==> src/shared/arb_pkg.sv <==
// constants and register layout of the secondary bus arbiter
//-------------------------------------------------------------
// Functional notes
// - enable bit 0 includes the internal request in arbitration; resets to one
// - enable bits 1..8 include external masters 1..8; each resets to one
// - read-only bit 9 shows the arbiter select strap level
// - timeout enable counts 16 idle cycles with grant waiting for frame; resets zero
// - timeout expiry before frame removes that master's grant
// - refresh off: broken master ignored forever after dropping request one clock
// - refresh on (bit 11): broken state cleared after all others served once
// - fairness field 19:12 preloads hold counter after competing request; resets 08h
// - fairness counter reloads on every new grant
// - counter starts decrementing after the next falling edge of frame
// - fairness zero keeps grant until granted master drops request
// - toggling off (bit 20, reset): grant stays on after frame asserted
// - toggling on: grant off one clock, two clocks after frame asserted
// - bits 22..30 set high priority; internal defaults high, masters low
//-------------------------------------------------------------
package arb_pkg;
  localparam logic [7:0] ARB_REG_OFFSET = 8'h48;
  localparam int EN_LSB = 0;
  localparam int STRAP_BIT = 9;
  localparam int TMO_EN_BIT = 10;
  localparam int REFRESH_BIT = 11;
  localparam int FAIR_LSB = 12;
  localparam int TOGGLE_BIT = 20;
  localparam int PRIO_LSB = 22;
  localparam logic [8:0] EN_RESET = 9'h1FF;
  localparam logic [7:0] FAIR_RESET = 8'h08;
  localparam logic [8:0] PRIO_RESET = 9'h001;
  localparam int TMO_CYCLES = 16;
  localparam int TOGGLE_DELAY = 2;
  typedef enum logic [1:0] {ST_IDLE, ST_WAIT, ST_BUSY} arb_state_t;
endpackage
==> src/design/sec_bus_arbiter.sv <==
// arbiter for the secondary bus: internal request plus eight external masters
`timescale 1ns/1ps
module sec_bus_arbiter
  import arb_pkg::*;
#(
  parameter int NREQ = 9
)(
  input wire logic core_clk,
  input wire logic rst,
  input wire logic [7:0] reg_addr,
  input wire logic [31:0] reg_wdata,
  input wire logic reg_wr,
  input wire logic reg_rd,
  output logic [31:0] reg_rdata,
  input wire logic arbiter_select_strap,
  input wire logic [NREQ-1:0] req_l,
  input wire logic frame_l,
  input wire logic irdy_l,
  output logic [NREQ-1:0] gnt_l
);
  //-------------------------------------------------------------
  // pin synchronisers (three stages, agree on last two)
  //-------------------------------------------------------------
  logic [NREQ-1:0] req_s1_reg, req_s2_reg, req_s3_reg, req_reg;
  logic [2:0] frm_s_reg, irdy_s_reg, strap_s_reg;
  logic frame_reg, irdy_reg, strap_reg, frame_prev_reg;
  always_ff @(posedge core_clk or posedge rst)
  begin
    if (rst)
    begin
      req_s1_reg <= '1;
      req_s2_reg <= '1;
      req_s3_reg <= '1;
      req_reg <= '1;
      frm_s_reg <= 3'h7;
      irdy_s_reg <= 3'h7;
      strap_s_reg <= 3'h0;
      frame_reg <= 1'b1;
      irdy_reg <= 1'b1;
      strap_reg <= 1'b0;
      frame_prev_reg <= 1'b1;
    end
    else
    begin
      req_s1_reg <= req_l;
      req_s2_reg <= req_s1_reg;
      req_s3_reg <= req_s2_reg;
      for (int i = 0; i < NREQ; i++)
        if (req_s2_reg[i] == req_s3_reg[i])
          req_reg[i] <= req_s3_reg[i];
      frm_s_reg <= {frm_s_reg[1:0], frame_l};
      irdy_s_reg <= {irdy_s_reg[1:0], irdy_l};
      strap_s_reg <= {strap_s_reg[1:0], arbiter_select_strap};
      if (frm_s_reg[1] == frm_s_reg[2])
        frame_reg <= frm_s_reg[2];
      if (irdy_s_reg[1] == irdy_s_reg[2])
        irdy_reg <= irdy_s_reg[2];
      if (strap_s_reg[1] == strap_s_reg[2])
        strap_reg <= strap_s_reg[2];
      frame_prev_reg <= frame_reg;
    end
  end

  //-------------------------------------------------------------
  // configuration register
  //-------------------------------------------------------------
  logic [8:0] en_reg, prio_reg;
  logic tmo_en_reg, refresh_reg, toggle_reg;
  logic [7:0] fair_reg;
  logic [31:0] rdata_reg;
  wire hit = (reg_addr == ARB_REG_OFFSET);
  wire [31:0] cfg_word = {1'b0, prio_reg, 1'b0, toggle_reg, fair_reg, refresh_reg,
                          tmo_en_reg, strap_reg, en_reg};
  always_ff @(posedge core_clk or posedge rst)
  begin
    if (rst)
    begin
      en_reg <= EN_RESET;
      prio_reg <= PRIO_RESET;
      tmo_en_reg <= 1'b0;
      refresh_reg <= 1'b0;
      fair_reg <= FAIR_RESET;
      toggle_reg <= 1'b0;
      rdata_reg <= 32'h0000_0000;
    end
    else
    begin
      if (reg_wr && hit)
      begin
        en_reg <= reg_wdata[EN_LSB+:9];
        tmo_en_reg <= reg_wdata[TMO_EN_BIT];
        refresh_reg <= reg_wdata[REFRESH_BIT];
        fair_reg <= reg_wdata[FAIR_LSB+:8];
        toggle_reg <= reg_wdata[TOGGLE_BIT];
        prio_reg <= reg_wdata[PRIO_LSB+:9];
      end
      rdata_reg <= (reg_rd && hit) ? cfg_word : 32'h0000_0000;
    end
  end
  assign reg_rdata = rdata_reg;

  //-------------------------------------------------------------
  // requester selection
  //-------------------------------------------------------------
  logic [NREQ-1:0] broken_reg, served_reg, last_reg;
  logic [NREQ-1:0] gnt_reg;
  arb_state_t state_reg;
  wire [NREQ-1:0] active_req = ~req_reg & en_reg & ~broken_reg;
  wire [NREQ-1:0] hi_req = active_req & prio_reg;
  wire [NREQ-1:0] cand = (|hi_req) ? hi_req : active_req;
  // round robin: rotate past last winner
  logic [NREQ-1:0] pick;
  always_comb
  begin
    logic found;
    int idx;
    found = 1'b0;
    pick = '0;
    idx = 0;
    for (int k = 0; k < NREQ; k++)
      if (last_reg[k])
        idx = k;
    for (int k = 1; k <= NREQ; k++)
    begin
      if (!found && cand[(idx + k) % NREQ])
      begin
        pick[(idx + k) % NREQ] = 1'b1;
        found = 1'b1;
      end
    end
  end

  //-------------------------------------------------------------
  // grant control
  //-------------------------------------------------------------
  logic [4:0] tmo_cnt_reg;
  logic [7:0] fair_cnt_reg;
  logic fair_armed_reg;
  logic [1:0] tog_cnt_reg;
  logic tog_done_reg;
  wire bus_idle = frame_reg && irdy_reg;
  wire frame_fall = frame_prev_reg && !frame_reg;
  // a grant also ends when software disables its owner
  wire owner_req = |(gnt_reg & ~req_reg & en_reg);
  wire others_req = |(active_req & ~gnt_reg);
  wire tmo_hit = tmo_en_reg && (state_reg == ST_WAIT) && bus_idle &&
                 (tmo_cnt_reg == 5'(TMO_CYCLES - 1));
  // zero fairness holds until owner releases
  wire fair_out = (fair_reg != 8'h00) && fair_armed_reg && others_req &&
                  (fair_cnt_reg == 8'h00);
  wire release_gnt = tmo_hit || !owner_req || fair_out;
  // all other enabled masters served since the break
  wire all_served = &(served_reg | ~en_reg | broken_reg);
  wire tog_low = toggle_reg && (state_reg == ST_BUSY) &&
                 (tog_cnt_reg == 2'(TOGGLE_DELAY)) && !tog_done_reg;

  always_ff @(posedge core_clk or posedge rst)
  begin
    if (rst)
    begin
      state_reg <= ST_IDLE;
      gnt_reg <= '0;
      last_reg <= '0;
      broken_reg <= '0;
      served_reg <= '0;
      tmo_cnt_reg <= 5'h00;
      fair_cnt_reg <= 8'h00;
      fair_armed_reg <= 1'b0;
      tog_cnt_reg <= 2'h0;
      tog_done_reg <= 1'b0;
    end
    else
    begin
      unique case (state_reg)
        ST_IDLE:
        begin
          if (|pick)
          begin
            gnt_reg <= pick;
            last_reg <= pick;
            served_reg <= served_reg | pick;
            fair_cnt_reg <= fair_reg;
            fair_armed_reg <= 1'b0;
            tmo_cnt_reg <= 5'h00;
            tog_cnt_reg <= 2'h0;
            tog_done_reg <= 1'b0;
            state_reg <= ST_WAIT;
          end
        end
        ST_WAIT:
        begin
          if (bus_idle)
            tmo_cnt_reg <= tmo_cnt_reg + 5'h01;
          if (tmo_hit)
          begin
            gnt_reg <= '0;
            broken_reg <= broken_reg | gnt_reg;
            served_reg <= '0;
            state_reg <= ST_IDLE;
          end
          else if (!owner_req)
          begin
            gnt_reg <= '0;
            state_reg <= ST_IDLE;
          end
          else if (frame_fall)
          begin
            fair_armed_reg <= 1'b1;
            state_reg <= ST_BUSY;
          end
        end
        ST_BUSY:
        begin
          if (others_req && fair_cnt_reg != 8'h00)
            fair_cnt_reg <= fair_cnt_reg - 8'h01;
          if (tog_cnt_reg != 2'(TOGGLE_DELAY))
            tog_cnt_reg <= tog_cnt_reg + 2'h1;
          else
            tog_done_reg <= 1'b1;
          if (release_gnt)
          begin
            gnt_reg <= '0;
            state_reg <= ST_IDLE;
          end
        end
        default:
          state_reg <= ST_IDLE;
      endcase
      // broken masters: refresh or stay ignored
      if (refresh_reg && all_served && (|broken_reg) && state_reg != ST_WAIT)
        broken_reg <= '0;
    end
  end
  // grant held, or dropped one clock when toggling
  assign gnt_l = tog_low ? '1 : ~gnt_reg;
endmodule

==> config.mk <==
export PLATFORM = sky130hd
export DESIGN_NAME = sec_bus_arbiter
export DESIGN_NICKNAME = d
export VERILOG_FILES = /design/src/shared/arb_pkg.sv /design/src/design/sec_bus_arbiter.sv
export SDC_FILE = /design/constraint.sdc
export NUM_CORES = 1
export LEC_CHECK = 0
export BUFFER_PORTS_ARGS = -buffer_cell sky130_fd_sc_hd__buf_2
export CORE_ASPECT_RATIO = 1.2
export CORE_UTILIZATION = 42
export CTS_CLUSTER_DIAMETER = 150
export CTS_CLUSTER_SIZE = 10
export DETAILED_ROUTE_END_ITERATION = 6
export GPL_ROUTABILITY_DRIVEN = 0
export HOLD_SLACK_MARGIN = 0.12
export PLACE_DENSITY = 0.74
export SLEW_MARGIN = 20
export SYNTH_ARGS = -nofsm -noshare
export SYNTH_HDL_FRONTEND = slang
export SYNTH_SLANG_ARGS = --single-unit
==> constraint.sdc <==
create_clock -name core_clk -period 5.8 [get_ports core_clk]
set_clock_uncertainty 0.1 [all_clocks]
set_input_delay 1.16 -clock core_clk [delete_from_list [all_inputs] [get_ports core_clk]]
set_output_delay 1.16 -clock core_clk [all_outputs]
set_load 0.02 [all_outputs]
---- After elaboration in Yosys (flattened, before gate mapping) ----
Index checks and enable logic that the tools add are counted.
operators by class
  mux-type cells .......................... 106
  bitwise operators ....................... 22
  equal/unequal tests ..................... 31
  order comparisons ....................... 18
  divide/modulo/power cells ............... 9
  add/subtract/negate cells ............... 12
  reduce and logical (&&, ||, !) cells .... 72
operators by type and width
  cell                   number
  $ge 32x1->1 const B    9
  $lt 32x6->1 const B    9
  $mod 32x5->32 const B  9
  $mux 32                7
  $mux 9                 20
  $add 32x4->32 const B  4
  $or 9x9->9             12
  $add 32x3->32 const B  2
  $add 32x5->32 const B  2
  $and 9x9->9            6
  $reduce_or 9->1        5
  $mux 1                 41
  $bmux 1 s4             9
  $demux 1 s4            9
  $not 9->9              4
  $logic_and 1x1->1      34
  $add 32x2->32 const B  1
  $mux 31                1
  $pmux 9 s3             1
  $ne 2x2->1 const B     9
  $pmux 9 s2             1
  $reduce_and 3->1       6
  $mux 8                 2
  $pmux 8 s2             1
  28 further kinds       66
word-level totals
  register bits ........................... 164
  logic and storage cells ................. 306

---- Logic depth before layout (Yosys ltp) ----
  depth after elaboration ................. 41
  mapped depth ............................ 25
  depth with buffers taken out ............ 20

---- Worst setup path after synthesis ----
OpenSTA, ideal clock, no wires.
  kind .................................... flip-flop to flip-flop
  start ................................... reg last_reg[3]
  end ..................................... reg fair_cnt_reg[2]
  library setup time ...................... 0.104 ns
  setup slack ............................. -0.543 ns
  arrival ................................. 6.139 ns
  cell stages (with the launch flop) ...... 25
  buffers on the path ..................... 6
  cells stage by stage .................... dfrtp_1 > clkbuf_1 > nor2_1 > o31ai_1 > clkbuf_1 > nand2_1 > ha_1 > clkbuf_1 > clkbuf_1 > clkbuf_1 > ha_1 > nor2b_1 > o21ai_1 > a21oi_1 > a211oi_1 > o31a_1 > o211ai_2 > nor3_1 > or3_1 > or4_1 > or3_1 > nor4_4 > buf_4 > nor2_2 > a221oi_1
between the ends
  cells in the longest elaborated chain, start to end .. 39
  elaborated cells on any way between the ends .. 140
  those cells by class .................... add/sub: 9; div: 9; order compare: 18; eq/ne: 1; mux: 68; bitwise: 8; reduce/logical: 27
ends and longest elaborated chain
  what                                                                    RTL line                source
  start, declared                                                         sec_bus_arbiter.sv:105  logic [NREQ-1:0] broken_reg, served_reg, last_reg;
  start signal, assigned                                                  sec_bus_arbiter.sv:180  last_reg <= pick;
  $mux 32 (*) (6 in series)                                               sec_bus_arbiter.sv:121  if (last_reg[k])
  parallel branches: the longest is 29 deep, another holds $add 32x2->32  -
  $mux 9 (*)                                                              sec_bus_arbiter.sv:125  if (!found && cand[(idx + k) % NREQ])
  $reduce_or 9->1 (*)                                                     sec_bus_arbiter.sv:177  if (|pick)
  $ne 2x2->1 (no line) (*)                                                -
  $reduce_and 3->1 (no line) (*)                                          -
  end signal, assigned                                                    sec_bus_arbiter.sv:182  fair_cnt_reg <= fair_reg;
  end signal, assigned                                                    sec_bus_arbiter.sv:215  fair_cnt_reg <= fair_cnt_reg - 8'h01;
  end, declared                                                           sec_bus_arbiter.sv:137  logic [7:0] fair_cnt_reg;
Mark *: on every way between the ends. The select of a mux whose other input is x is not followed.
A chain may end at the register's enable or synchronous reset.

---- Worst setup path in the final report ----
  start ................................... reg last_reg[5]
  end ..................................... reg gnt_reg[4]
between the ends
  cells in the longest elaborated chain, start to end .. 37
  elaborated cells on any way between the ends .. 140
  those cells by class .................... add/sub: 9; div: 9; order compare: 18; eq/ne: 1; mux: 68; bitwise: 8; reduce/logical: 27
ends and longest elaborated chain
  what                                                                    RTL line                source
  $mux 32 (*) (4 in series)                                               sec_bus_arbiter.sv:121
  parallel branches: the longest is 29 deep, another holds $add 32x2->32  -
  $mux 9 (*)                                                              sec_bus_arbiter.sv:125
  $reduce_or 9->1                                                         sec_bus_arbiter.sv:177
  $ne 2x2->1 (no line)                                                    -
  $reduce_and 4->1 (no line)                                              -
  end signal, assigned                                                    sec_bus_arbiter.sv:179  gnt_reg <= pick;
  end, declared                                                           sec_bus_arbiter.sv:106  logic [NREQ-1:0] gnt_reg;
Marks and branches as above.

==> results.sh <==
export IMPL_status="finished, final reports clean"
export IMPL_grt_start_max_net_pins=91
export IMPL_die_y_um=176
export IMPL_min_period_ns=5.74
export IMPL_first_global_vias=10900
export IMPL_clk_pin_slew_ns=0.06
export IMPL_end_kind="flip-flop"
export IMPL_seq_area_frac_synth=0.389
export IMPL_dpl_hpwl_um=27800
export IMPL_antenna_found_initial=0
export IMPL_synthDistinctLibCells=100
export IMPL_start_util=0.429
export IMPL_clockBufferDepth=2
export IMPL_cap_violations=0
export IMPL_num_io_pins=97
export IMPL_syn_inst=1181
export IMPL_async_flop_share=1.00
export IMPL_cp_start_kind="flip-flop"
export IMPL_finalHoldViolCount=0
export IMPL_fin_cells=1782
export IMPL_worstSetupPathType="reg -> reg"
export IMPL_largest_register_ffs=30
export IMPL_crit_arrival_ns=5.95
export IMPL_cts_sinks=162
export IMPL_rr_worst_depth=21
export IMPL_min_path_type="reg -> reg"
export IMPL_overflow=0
export IMPL_core_area_um2=24800
export IMPL_fillerInstances=2125
export IMPL_whs_path_depth=0
export IMPL_postCtsHoldBufs=0
export IMPL_port_buffers=91
export IMPL_post_route_period_util=0.990
export IMPL_grt_pass1_wl_um=59600
export IMPL_dr_total_vias=11400
export IMPL_ant_nets=0
export IMPL_wl_per_cell_um=22.1
export IMPL_place_inst=1723
export IMPL_htree_levels=4
export IMPL_cts_buffers=17
export IMPL_n_antenna_cell=0
export IMPL_dieArea_um2=25900
export IMPL_synth_edff_count=0
export IMPL_viasPerCell=6.38
export IMPL_yosysWarnings=0
export IMPL_cp_max_fo=9
export IMPL_grt_usage=0.299
export IMPL_relSlewSlack=0.210
export IMPL_drive_above_1_share=0.376
export IMPL_drv_slew=0
export IMPL_syn_cell_area_um2=10600
export IMPL_cts_root_buf="clkbuf_16"
export IMPL_stdcell_area_um2=14100
export IMPL_setup_viol=0
export IMPL_final_nets=1533
export IMPL_post_dp_cell_area_um2=12600
export IMPL_tightest_slew_ns=1.17
export IMPL_final_cell_mix="buf_4 (195), dfrtp_1 (103), nor2_1 (98), buf_2 (91), nand2_1 (79)"
export IMPL_final_common_cell="buf_4"
export IMPL_fmax_ghz=0.174
export IMPL_rows=63
export IMPL_clkLatencyLatePin_ns=0.43
export IMPL_synth_area_per_cell_um2=8.99
export IMPL_areaGrowthSynthToFinish_pct=32.4
export IMPL_first_pass_iters=6
export IMPL_ys_seq_elements=162
export IMPL_die_w_um=147
export IMPL_crit_required_ns=6.00
export IMPL_fin_hold_ws_ns=0.254
export IMPL_drt_iter0_drc=1529
export IMPL_yosys_most_used_dff="dfrtp_1"
export IMPL_cts_tree="done"
export IMPL_routed_wl_um=39300
export IMPL_route_detailed_drc=0
==> per-stage QoR <==
| step | setup WS (ns) | util | setup TNS (ns) |
|---|---|---|---|
| 2_1_floorplan | 0.000707 | - | 0 |
| 3_3_place_gp | -0.185 | 0.511 | -2.09 |
| 3_5_place_dp | -0.173 | 0.511 | -3.78 |
| 4_1_cts | 0.00358 | 0.539 | 0 |
| 5_1_grt | -0.113 | 0.568 | -1.11 |
| 6_report | 0.0570 | 0.568 | 0 |
==> worst paths after layout <==
check | startpoint | to | slack (ns)
max | last_reg[5]$_DFFE_PP0P_ | gnt_reg[4]$_DFFE_PP0P_ | 0.06
min | req_s1_reg[3]$_DFF_PP1_ | req_s2_reg[3]$_DFF_PP1_ | 0.25
max reg2reg | last_reg[5]$_DFFE_PP0P_ | gnt_reg[4]$_DFFE_PP0P_ | 0.06
min reg2reg | req_s1_reg[3]$_DFF_PP1_ | req_s2_reg[3]$_DFF_PP1_ | 0.25
max in group asynchronous | rst | en_reg[3]$_DFFE_PP1P_ | 3.72
min in group asynchronous | rst | tmo_cnt_reg[2]$_DFFE_PP0P_ | 0.80
==> layout make-up <==
type	count	area, um2	share of cell area
clock buffers	19	443	0.0315
clock inverters	13	118	0.00837
inverters	49	191	0.0136
multi-input cells	920	6740	0.480
flip-flops and latches	162	4130	0.294
well taps	325	407	0.0289
repair buffers	294	2030	0.144
==> worst max-delay path, cell delays in order, from the launching register on <==
cell      delay [ns]
dfrtp_2         0.45
o31ai_4         0.35
nand2_2         0.09
buf_4           0.15
ha_4            0.29
buf_4           0.16
ha_1            0.21
nand2b_2        0.23
and3_2          0.26
o31ai_2         0.36
o32a_1          0.41
a21oi_4         0.13
buf_4           0.18
a32o_1          0.25
nor3_2          0.29
nand2_1         0.13
or4_4           0.54
nor4_4          0.33
buf_4           0.18
nor3_4          0.04
buf_12          0.14
mux2_1          0.32
==> repair_timing <==
item / in CTS / in global routing
resized for setup: 21 / 110
buffers inserted: 2 / 24
pin swaps: 4 / 38
setup endpoints to repair: 39 / 45
cloned: 0 / 1
==> synthesized netlist by cell type (25+ instances only) <==
cell,instances,share of area
ha_1,33,0.039
dfrtp_1,106,0.25
nand4_1,25,0.015
nor3_1,38,0.018
a21oi_1,68,0.032
inv_1,44,0.016
nand2_1,82,0.029
dfstp_2,56,0.14
and3_1,43,0.025
mux2_2,34,0.036
nand3_1,50,0.024
nor2_1,105,0.037
o21ai_0,39,0.018
clkbuf_1,38,0.013
==> routing by layer <==
| layer | global-route usage | vias up | wire, um |
|---|---|---|---|
| met1 | 0.351 | 5376 | 13900 |
| met4 | 0.207 | 0 | 3040 |
| li1 | - | 4975 | - |
| met3 | 0.0742 | 244 | 4070 |
| met2 | 0.483 | 768 | 18300 |
| met5 | 0 | - | 0 |
==> cell families after synthesis <==
group / Yosys count / synth area share
AND/OR/NAND/NOR: 487 / 0.249
AO/OA/AOI/OAI: 320 / 0.212
flip-flops: 162 / 0.389
buffers and inverters: 107 / 0.0408
multiplexers: 51 / 0.0533
adder cells (fa/ha/maj): 45 / 0.0502
XOR/XNOR: 7 / 0.00578
other: 2 / 0.000708
Power is not shown: default switching activity piles up to over one toggle a cycle in this logic, so the estimate is an artifact.
